`src/design/drive_sec_cfg.svh`:
```
// Constants of the drive security command gate
`ifndef DRIVE_SEC_CFG_SVH
`define DRIVE_SEC_CFG_SVH

// =========================================
// Register byte addresses
`define ADDR_CMD 8'h00
`define ADDR_DATA 8'h04
`define ADDR_STATUS 8'h08
`define ADDR_SEC 8'h0c
`define ADDR_IRQ_STAT 8'h10
`define ADDR_IRQ_MASK 8'h14

// =========================================
// Opcodes
`define OP_SET_PW 8'hf1
`define OP_UNLOCK 8'hf2
`define OP_PREPARE 8'hf3
`define OP_ERASE 8'hf4
`define OP_FREEZE 8'hf5
`define OP_DISABLE 8'hf6

// =========================================
// Sector layout and counts
`define SECTOR_WORDS 9'h100
`define PW_FIRST_WORD 9'h001
`define PW_LAST_WORD 9'h010
`define CTRL_ID_BIT 0
`define CTRL_LEVEL_BIT 8
`define TRIES_INIT 3'h5
`define TRIES_NONE 3'h0

// =========================================
// Status, error, security and interrupt bits
`define ST_BSY 7
`define ST_DRDY 6
`define ST_DRQ 3
`define ST_ERR 0
`define ERR_ABRT 2
`define ERR_SHIFT 8
`define SEC_ENABLED 0
`define SEC_LOCKED 1
`define SEC_FROZEN 2
`define SEC_ARMED 3
`define SEC_MAX 4
`define SEC_EXPIRED 5
`define SEC_TRIES_LO 8
`define IRQ_DONE 0
`define IRQ_ABORT 1
`define IRQ_DRQ 2

// =========================================
// AXI responses
`define RESP_OKAY 2'b00
`define RESP_SLVERR 2'b10

`endif

```
`src/design/drive_sec_pkg.sv`:
```
// Types shared by the drive security command gate
package drive_sec_pkg;

  typedef logic [15:0] sector_word_t;
  typedef logic [255:0] password_t;
  typedef enum logic [1:0] {S_IDLE, S_XFER, S_EXEC} cmd_state_t;

endpackage : drive_sec_pkg

```
`src/design/sector_capture.sv`:
```
// Captures one data sector: control word and password
`timescale 1ns/1ps
`include "drive_sec_cfg.svh"

module sector_capture (
  // Clock and reset
  input wire logic aclk,
  input wire logic aresetn,
  // Sector stream
  input wire logic start,
  input wire logic word_valid,
  input wire drive_sec_pkg::sector_word_t word,
  // Captured fields
  output logic sel_master,
  output logic level_max,
  output drive_sec_pkg::password_t password,
  output logic full
);
  import drive_sec_pkg::*;

  logic [8:0] count;

  // =========================================
  // Word counter
  always_ff @(posedge aclk)
  begin
    if (!aresetn || start)
      count <= 9'h000;
    else if (word_valid && count != `SECTOR_WORDS)
      count <= count + 9'h001;
  end

  always_ff @(posedge aclk)
  begin
    if (!aresetn)
      full <= 1'b0;
    else
      full <= word_valid && (count == `SECTOR_WORDS - 9'h001);
  end

  // =========================================
  // Field capture
  always_ff @(posedge aclk)
  begin
    if (!aresetn)
    begin
      sel_master <= 1'b0;
      level_max <= 1'b0;
      password <= '0;
    end
    else if (word_valid && count == 9'h000)
    begin
      sel_master <= word[`CTRL_ID_BIT];
      level_max <= word[`CTRL_LEVEL_BIT];
    end
    else if (word_valid && count >= `PW_FIRST_WORD && count <= `PW_LAST_WORD)
      password <= {word, password[255:16]};
  end

endmodule : sector_capture

```
`src/design/drive_sec_gate.sv`:
```
// Drive security command gate with AXI4-Lite register access
// Overview of operation
// - Erase-unit F4h only right after prepare
// - Erase without preceding prepare aborts, no erase
// - One sector: word0 bit0 target, password
// - Erase password mismatch aborts command
// - Erase wipes data, clears lock, keeps master
// - Freeze F5h enters frozen, blocks lock changes
// - Only power-on or hard reset unfreezes
// - Freeze while frozen completes, stays frozen
// - Frozen rejects set, unlock, disable, prepare, erase
// - Disable F6h only when unlocked, else abort
// - Disable matching user or master clears lock
// - Disable keeps stored master password
// - Prepare F3h arms erase, guards accidents
// - Five unlock tries; zero blocks unlock, erase
// - New user password locks at hard reset
`timescale 1ns/1ps
`include "drive_sec_cfg.svh"

module drive_sec_gate (
  // Clock and reset
  input wire logic aclk,
  input wire logic aresetn,
  // Hard reset pin
  input wire logic hard_reset,
  // AXI4-Lite write address
  input wire logic [7:0] s_axi_awaddr,
  input wire logic s_axi_awvalid,
  output logic s_axi_awready,
  // AXI4-Lite write data
  input wire logic [31:0] s_axi_wdata,
  input wire logic [3:0] s_axi_wstrb,
  input wire logic s_axi_wvalid,
  output logic s_axi_wready,
  // AXI4-Lite write response
  output logic [1:0] s_axi_bresp,
  output logic s_axi_bvalid,
  input wire logic s_axi_bready,
  // AXI4-Lite read address
  input wire logic [7:0] s_axi_araddr,
  input wire logic s_axi_arvalid,
  output logic s_axi_arready,
  // AXI4-Lite read data
  output logic [31:0] s_axi_rdata,
  output logic [1:0] s_axi_rresp,
  output logic s_axi_rvalid,
  input wire logic s_axi_rready,
  // Drive side
  output logic erase_req,
  output logic irq
);
  import drive_sec_pkg::*;

  function automatic logic [31:0] merge(input logic [31:0] old, input logic [31:0] nw,
                                        input logic [3:0] strb);
    logic [31:0] res;
    res = old;
    for (int i = 0; i < 4; i++)
      if (strb[i])
        res[i*8 +: 8] = nw[i*8 +: 8];
    return res;
  endfunction : merge

  function automatic logic mapped(input logic [7:0] addr);
    return addr == `ADDR_CMD || addr == `ADDR_DATA || addr == `ADDR_STATUS ||
           addr == `ADDR_SEC || addr == `ADDR_IRQ_STAT || addr == `ADDR_IRQ_MASK;
  endfunction : mapped

  // =========================================
  // Hard reset pin synchroniser
  logic hrst_s1;
  logic hrst_s2;
  logic hrst_s3;
  logic hrst_lvl;
  logic hrst_prev;
  logic hard_pulse;

  always_ff @(posedge aclk)
  begin
    if (!aresetn)
    begin
      hrst_s1 <= 1'b0;
      hrst_s2 <= 1'b0;
      hrst_s3 <= 1'b0;
      hrst_lvl <= 1'b0;
      hrst_prev <= 1'b0;
    end
    else
    begin
      hrst_s1 <= hard_reset;
      hrst_s2 <= hrst_s1;
      hrst_s3 <= hrst_s2;
      if (hrst_s2 == hrst_s3)
        hrst_lvl <= hrst_s3;
      hrst_prev <= hrst_lvl;
    end
  end

  assign hard_pulse = hrst_lvl && !hrst_prev;

  // =========================================
  // AXI4-Lite write path
  logic aw_held;
  logic w_held;
  logic [7:0] aw_addr;
  logic [31:0] w_data;
  logic [3:0] w_strb;
  logic wr_go;

  assign s_axi_awready = !aw_held && !s_axi_bvalid;
  assign s_axi_wready = !w_held && !s_axi_bvalid;
  assign wr_go = aw_held && w_held && !s_axi_bvalid;

  always_ff @(posedge aclk)
  begin
    if (!aresetn)
    begin
      aw_held <= 1'b0;
      aw_addr <= 8'h00;
    end
    else if (s_axi_awvalid && s_axi_awready)
    begin
      aw_held <= 1'b1;
      aw_addr <= s_axi_awaddr;
    end
    else if (wr_go)
      aw_held <= 1'b0;
  end

  always_ff @(posedge aclk)
  begin
    if (!aresetn)
    begin
      w_held <= 1'b0;
      w_data <= 32'h0000_0000;
      w_strb <= 4'h0;
    end
    else if (s_axi_wvalid && s_axi_wready)
    begin
      w_held <= 1'b1;
      w_data <= s_axi_wdata;
      w_strb <= s_axi_wstrb;
    end
    else if (wr_go)
      w_held <= 1'b0;
  end

  always_ff @(posedge aclk)
  begin
    if (!aresetn)
    begin
      s_axi_bvalid <= 1'b0;
      s_axi_bresp <= `RESP_OKAY;
    end
    else if (wr_go)
    begin
      s_axi_bvalid <= 1'b1;
      s_axi_bresp <= mapped(aw_addr) ? `RESP_OKAY : `RESP_SLVERR;
    end
    else if (s_axi_bready)
      s_axi_bvalid <= 1'b0;
  end

  // =========================================
  // Security state
  cmd_state_t state;
  logic [7:0] cur_op;
  logic lock_enabled;
  logic locked;
  logic frozen;
  logic armed;
  logic level_max;
  logic [2:0] tries;
  password_t user_pw;
  password_t master_pw;
  logic abrt;

  logic cmd_wr;
  logic data_wr;
  logic [7:0] op;
  logic pre_abort;
  logic expired;
  logic cap_master;
  logic cap_level;
  password_t cap_pw;
  logic cap_full;
  logic user_ok;
  logic master_ok;
  logic exec_fail;

  assign cmd_wr = wr_go && aw_addr == `ADDR_CMD && w_strb[0] && state == S_IDLE;
  assign data_wr = wr_go && aw_addr == `ADDR_DATA && (&w_strb[1:0]) && state == S_XFER;
  assign op = w_data[7:0];
  assign expired = tries == `TRIES_NONE;
  assign user_ok = cap_pw == user_pw;
  assign master_ok = cap_pw == master_pw;

  // Checks made before any data moves
  always_comb
  begin
    pre_abort = 1'b0;
    unique case (op)
      `OP_SET_PW: pre_abort = frozen;
      `OP_UNLOCK: pre_abort = frozen || expired;
      `OP_PREPARE: pre_abort = frozen;
      `OP_ERASE: pre_abort = frozen || expired || !armed;
      `OP_DISABLE: pre_abort = frozen || locked;
      `OP_FREEZE: pre_abort = 1'b0;
      default: pre_abort = 1'b1;
    endcase
  end

  // Password checks once the sector is in
  always_comb
  begin
    exec_fail = 1'b0;
    unique case (cur_op)
      `OP_UNLOCK: exec_fail = cap_master ? (level_max || !master_ok) : !user_ok;
      `OP_ERASE: exec_fail = cap_master ? !master_ok : !user_ok;
      `OP_DISABLE: exec_fail = !user_ok && !master_ok;
      default: exec_fail = 1'b0;
    endcase
  end

  sector_capture u_capture (
    .aclk(aclk),
    .aresetn(aresetn),
    .start(cmd_wr),
    .word_valid(data_wr),
    .word(w_data[15:0]),
    .sel_master(cap_master),
    .level_max(cap_level),
    .password(cap_pw),
    .full(cap_full)
  );

  // =========================================
  // Command sequencer
  always_ff @(posedge aclk)
  begin
    if (!aresetn || hard_pulse)
    begin
      state <= S_IDLE;
      cur_op <= 8'h00;
    end
    else
    begin
      unique case (state)
        S_IDLE:
          if (cmd_wr)
          begin
            cur_op <= op;
            if (!pre_abort && op != `OP_PREPARE && op != `OP_FREEZE)
              state <= S_XFER;
          end
        S_XFER:
          if (cap_full)
            state <= S_EXEC;
        S_EXEC:
          state <= S_IDLE;
      endcase
    end
  end

  // Abort flag: no other command block field changes
  always_ff @(posedge aclk)
  begin
    if (!aresetn)
      abrt <= 1'b0;
    else if (cmd_wr)
      abrt <= pre_abort;
    else if (state == S_EXEC)
      abrt <= exec_fail;
  end

  // Erase arming
  always_ff @(posedge aclk)
  begin
    if (!aresetn || hard_pulse)
      armed <= 1'b0;
    else if (cmd_wr)
      armed <= op == `OP_PREPARE && !pre_abort;
  end

  // Frozen mode, left only through reset
  always_ff @(posedge aclk)
  begin
    if (!aresetn || hard_pulse)
      frozen <= 1'b0;
    else if (cmd_wr && op == `OP_FREEZE)
      frozen <= 1'b1;
  end

  // Unlock attempt counter
  always_ff @(posedge aclk)
  begin
    if (!aresetn || hard_pulse)
      tries <= `TRIES_INIT;
    else if (state == S_EXEC && cur_op == `OP_UNLOCK && exec_fail && locked && !expired)
      tries <= tries - 3'h1;
  end

  // Lock function and lock state
  always_ff @(posedge aclk)
  begin
    if (!aresetn)
    begin
      lock_enabled <= 1'b0;
      locked <= 1'b0;
      level_max <= 1'b0;
    end
    else if (hard_pulse)
      locked <= lock_enabled;
    else if (state == S_EXEC && !exec_fail)
    begin
      unique case (cur_op)
        `OP_SET_PW:
          if (!cap_master)
          begin
            lock_enabled <= 1'b1;
            level_max <= cap_level;
          end
        `OP_UNLOCK:
          locked <= 1'b0;
        `OP_ERASE:
        begin
          lock_enabled <= 1'b0;
          locked <= 1'b0;
        end
        `OP_DISABLE:
          lock_enabled <= 1'b0;
        default:
          locked <= locked;
      endcase
    end
  end

  // Stored passwords; erase and disable leave master alone
  always_ff @(posedge aclk)
  begin
    if (!aresetn)
    begin
      user_pw <= '0;
      master_pw <= '0;
    end
    else if (state == S_EXEC && cur_op == `OP_SET_PW)
    begin
      if (cap_master)
        master_pw <= cap_pw;
      else
        user_pw <= cap_pw;
    end
  end

  // Erase request to the media side
  always_ff @(posedge aclk)
  begin
    if (!aresetn)
      erase_req <= 1'b0;
    else
      erase_req <= state == S_EXEC && cur_op == `OP_ERASE && !exec_fail;
  end

  // =========================================
  // Interrupts
  logic [2:0] irq_stat;
  logic [2:0] irq_mask;
  logic [2:0] irq_set;
  logic [2:0] irq_clr;
  logic [31:0] mask_word;

  assign mask_word = merge({29'h0, irq_mask}, w_data, w_strb);

  always_comb
  begin
    irq_set = 3'h0;
    irq_set[`IRQ_DONE] = (cmd_wr && !pre_abort && (op == `OP_PREPARE || op == `OP_FREEZE)) ||
                         (state == S_EXEC && !exec_fail);
    irq_set[`IRQ_ABORT] = (cmd_wr && pre_abort) || (state == S_EXEC && exec_fail);
    irq_set[`IRQ_DRQ] = cmd_wr && !pre_abort && op != `OP_PREPARE && op != `OP_FREEZE;
    irq_clr = 3'h0;
    if (wr_go && aw_addr == `ADDR_IRQ_STAT && w_strb[0])
      irq_clr = w_data[2:0];
  end

  always_ff @(posedge aclk)
  begin
    if (!aresetn)
      irq_stat <= 3'h0;
    else
      irq_stat <= (irq_stat & ~irq_clr) | irq_set;
  end

  always_ff @(posedge aclk)
  begin
    if (!aresetn)
      irq_mask <= 3'h0;
    else if (wr_go && aw_addr == `ADDR_IRQ_MASK)
      irq_mask <= mask_word[2:0];
  end

  assign irq = |(irq_stat & irq_mask);

  // =========================================
  // AXI4-Lite read path
  logic [31:0] rd_word;

  always_comb
  begin
    rd_word = 32'h0000_0000;
    unique case (s_axi_araddr)
      `ADDR_CMD: rd_word[7:0] = cur_op;
      `ADDR_STATUS:
      begin
        rd_word[`ST_BSY] = state == S_EXEC;
        rd_word[`ST_DRDY] = state != S_EXEC;
        rd_word[`ST_DRQ] = state == S_XFER;
        rd_word[`ST_ERR] = abrt;
        rd_word[`ERR_SHIFT + `ERR_ABRT] = abrt;
      end
      `ADDR_SEC:
      begin
        rd_word[`SEC_ENABLED] = lock_enabled;
        rd_word[`SEC_LOCKED] = locked;
        rd_word[`SEC_FROZEN] = frozen;
        rd_word[`SEC_ARMED] = armed;
        rd_word[`SEC_MAX] = level_max;
        rd_word[`SEC_EXPIRED] = expired;
        rd_word[`SEC_TRIES_LO +: 3] = tries;
      end
      `ADDR_IRQ_STAT: rd_word[2:0] = irq_stat;
      `ADDR_IRQ_MASK: rd_word[2:0] = irq_mask;
      default: rd_word = 32'h0000_0000;
    endcase
  end

  assign s_axi_arready = !s_axi_rvalid;

  always_ff @(posedge aclk)
  begin
    if (!aresetn)
    begin
      s_axi_rvalid <= 1'b0;
      s_axi_rdata <= 32'h0000_0000;
      s_axi_rresp <= `RESP_OKAY;
    end
    else if (s_axi_arvalid && s_axi_arready)
    begin
      s_axi_rvalid <= 1'b1;
      s_axi_rdata <= rd_word;
      s_axi_rresp <= mapped(s_axi_araddr) ? `RESP_OKAY : `RESP_SLVERR;
    end
    else if (s_axi_rready)
      s_axi_rvalid <= 1'b0;
  end

endmodule : drive_sec_gate

```
`config.mk`:
```
export PLATFORM = sky130hd
export DESIGN_NAME = drive_sec_gate
export DESIGN_NICKNAME = d
export VERILOG_FILES = /design/src/design/drive_sec_pkg.sv /design/src/design/sector_capture.sv /design/src/design/drive_sec_gate.sv
export VERILOG_INCLUDE_DIRS = /design/src /design/src/design
export SDC_FILE = /design/constraint.sdc
export NUM_CORES = 2
export LEC_CHECK = 0
export BUFFER_PORTS_ARGS = -buffer_cell sky130_fd_sc_hd__buf_2
export CAP_MARGIN = 20
export CORE_ASPECT_RATIO = 0.5
export CORE_MARGIN = 2
export CORE_UTILIZATION = 40
export CTS_CLUSTER_DIAMETER = 100
export DETAILED_ROUTE_END_ITERATION = 10
export GPL_ROUTABILITY_DRIVEN = 0
export SLEW_MARGIN = 20
export SYNTH_ARGS = -nofsm -noshare
export SYNTH_HDL_FRONTEND = slang
export SYNTH_HIERARCHICAL = 1
export SYNTH_SLANG_ARGS = --single-unit
```
`constraint.sdc`:
```
create_clock -name aclk -period 3.2 [get_ports aclk]
set_input_delay 0.48 -clock aclk [delete_from_list [all_inputs] [get_ports aclk]]
set_output_delay 0.48 -clock aclk [all_outputs]
set_load 0.02 [all_outputs]
```
==> flow_metrics.py <==
metrics = {
    "floorplanning": {
        "fp.dieW_um": 428.8,
        "std_cell_rows": 77,
        "die_h_um": 216.4,
        "die_area_um2": 92800,
        "core_area_um2": 88830,
        "io_pins": 103,
        "start_util": 0.4063,
    },
    "layout": {
        "multi_input_area_um2": 17830,
        "antenna_cells": 0,
        "finalNetCount": 4428,
        "postLayoutCoreUtil": 0.4657,
        "area_growth_pct": 14.61,
        "design_area_um2": 41370,
        "fillers": 8511,
        "register_area_um2": 17100,
        "final_common_cell": "nand2_1",
        "drive_gt1_frac": 0.09518,
        "layout_common_cells": "nand2_1 (1400), dfxtp_1 (852), a21oi_1 (575)",
    },
    "grt": {
        "gr-usage-all-layers": 0.2385,
        "grt_pass1_vias": 27300,
        "grt_max_degree": 92,
        "grt-ovfl-total": 0,
        "grt_antenna_before_repair": 3,
        "grt_pass1_wl_um": 169500,
    },
    "timing": {
        "fin_worst_skew_ns": 0.01889,
        "final.setup.tns_ns": 0,
        "slew_violations": 0,
        "period_needed_ns": 3.114,
        "max_freq_ghz": 0.3211,
        "slew_headroom": 0.5000,
        "tightest_slew_ns": 0.7500,
        "timing.final.crit_share": 0.9731,
        "finalHoldViolCount": 0,
        "setup_violations": 0,
        "setup_ws_ns": 0.08593,
    },
    "setup_path": {
        "critPathLaunchType": "flop",
        "crit_top_cell": "buf_4",
        "required_ns": 3.70,
        "cp_slowest_cell": "nor4_2",
        "critical_path.max_fanout": 4,
        "crit_type": "flop to flop",
        "max_stage_delay_ns": 0.47,
        "end_kind": "flop",
        "crit_arrival_ns": 3.61,
        "crit_chain": "xnor2_1 -> buf_4 -> nand4_1 -> nor4_2 -> nand4_1 -> buf_4 -> nor4_4 -> buf_4 -> a31oi_1 -> a21o_1 -> a311oi_1 -> o32ai_1",
        "cp_num_buf_inv": 3,
        "cp_top_family": "simple AND/OR/NAND/NOR gates",
    },
    "clock_tree": {
        "numCtsBuffers": 81,
        "clockRootBuffer": "clkbuf_16",
        "path_clk_slew_ns": 0.06,
        "clockBufferDepth": 3,
        "h-tree-depth": 3,
        "cts_tree": "done",
        "cts_sinks": 854,
        "clock_latency_ns": 0.65,
    },
    "logic_synthesis": {
        "synth_top_family_by_area": "simple AND/OR/NAND/NOR gates",
        "synthArstFlopShare": 0,
        "ys_seq_area_frac": 0.4737,
        "synth_compound_area_frac": 0.08996,
        "yosysUniqueCellTypes": 56,
        "synthesis.area_um2": 36090,
        "synth_mux_area_frac": 0.07332,
        "ys_ff_latch": 854,
        "avgSynthCellArea_um2": 8.453,
        "synthAdderAreaFrac": 0.003120,
        "netlist_instances": 4270,
        "yosysWarnings": 6,
        "synthXorXnorAreaFrac": 0.1257,
        "yosys.area_share.simple": 0.1954,
        "synth_ff_type": "dfxtp_1",
        "synth_edf_count": 0,
    },
    "flow_run": {
        "maxCapViolations": 0,
    },
    "placed_design": {
        "dp_hpwl_um": 80870,
        "placed_area_um2": 38560,
        "pre_cts_ws_ns": -0.09086,
        "port_buffers": 61,
    },
    "detailed_routing": {
        "dr_total_vias": 29790,
        "post_drt_via_cell_ratio": 5.311,
        "ant_nets": 0,
        "firstDrtPassIters": 6,
        "totalWireLength_um": 114100,
        "drt_iter0_markers": 2969,
        "drcViolationCount": 0,
        "avgRoutedWirePerCell_um": 20.34,
    },
    "hold_path": {
        "hold_path.class": "input pin to flop",
    },
    "pwr": {
        "ir_drop_mv": 0.3399,
        "leakagePower_nw": 15.17,
        "p_per_area_nw_per_um2": 506.3,
    },
    "run_status": {
        "status": "finished, final reports clean",
    },
}
-- layer usage --
| metal | up-vias | part of all wire | track usage |
|---|---|---|---|
| met5 | - | 0.00011 | 0 |
| met4 | 2 | 0.024 | 0.05677 |
| met3 | 144 | 0.084 | 0.04682 |
| met2 | 1029 | 0.43 | 0.3646 |
| met1 | 14380 | 0.46 | 0.3447 |
| li1 | 14230 | - | - |
-- sequential cells by signal (all words and copies together), names as in the netlist, 8 cells and up --
register / count
master_pw: 256
u_capture/password: 256
user_pw: 256
w_data: 16
s_axi_rdata: 11
u_capture/count: 9
aw_addr: 8
cur_op: 8
-- power breakdown --
part	switching (mW)	internal (mW)
logic	0.334	0.0946
clock network	4.22	5.60
registers	0.0337	10.7
-- synthesized netlist by cell type (2+ instances only) --
cell type	count	area, um2
a311oi_1	2	17.52
dfxtp_1	854	17100
a21oi_1	575	2878
inv_1	19	71.32
nor3_1	16	80.08
o31ai_1	2	15.01
and3_1	5	31.28
nor2b_1	7	43.79
nand2b_1	10	62.56
or2_2	2	12.51
buf_1	7	26.28
o21ai_0	11	55.05
clkbuf_1	218	818.3
buf_6	24	270.3
nand4_1	143	894.6
nor4_1	39	244.0
a221oi_1	5	43.79
nand3_1	12	60.06
ha_1	9	112.6
o32ai_1	2	17.52
inv_2	3	11.26
a31oi_1	3	18.77
mux2i_1	261	2613
or4_1	3	22.52
or3_1	5	31.28
xor2_1	2	17.52
nand3b_1	3	22.52
xnor2_1	516	4519
buf_4	26	195.2
mux2_2	3	33.78
and2_1	9	56.30
o21ai_1	3	15.01
nor2_1	43	161.4
a222oi_1	3	30.03
nand2_1	1401	5259
a211oi_1	4	30.03
-- final cells by class --
cell class,count,area share
Multi-Input combinational cell,3140,0.4309
Sequential cell,854,0.4134
Clock buffer,126,0.06022
Timing Repair Buffer,260,0.05281
Tap cell,1185,0.03584
Clock inverter,21,0.004658
Inverter,22,0.002178
-- cell families (layout without fill, tap and decap cells) --
family / Yosys count / after routing
multiplexers: 264 / 264
AND/OR/NAND/NOR: 1704 / 1704
AO/OA/AOI/OAI: 622 / 622
buffers and inverters: 298 / 429
adder cells (fa/ha/maj): 9 / 9
flip-flops: 854 / 854
XOR/XNOR: 518 / 518
other: 1 / 23
-- metrics by stage --
stage	hold WS, ns	instances	power (mW)
2_1_floorplan	0.4119	4292	11.23
3_3_place_gp	0.4274	5461	11.36
3_5_place_dp	0.4250	5461	11.36
4_1_cts	0.008867	5608	21.07
5_1_grt	0.02438	5608	21.51
6_report	0.02411	5608	20.94
-- timing repair --
item                                    CTS  global route
pin swaps                                 0             4
setup buffers                             0             0
gates resized for setup                   3            16
endpoints found under the setup margin    9             9
hold buffers                              0             0
-- worst paths after layout --
check | end | from | slack, ns | cells after the start
worst max-delay path | lock_enabled | master_pw[241] | 0.09 | 12
worst min-delay path | s_axi_rvalid | s_axi_rready | 0.02 | 2
worst max register to register | lock_enabled | master_pw[241] | 0.09 | 12
worst min register to register | hrst_s2 | hrst_s1 | 0.44 | 1
No activity file was read; power rests on OpenSTA's default activity.
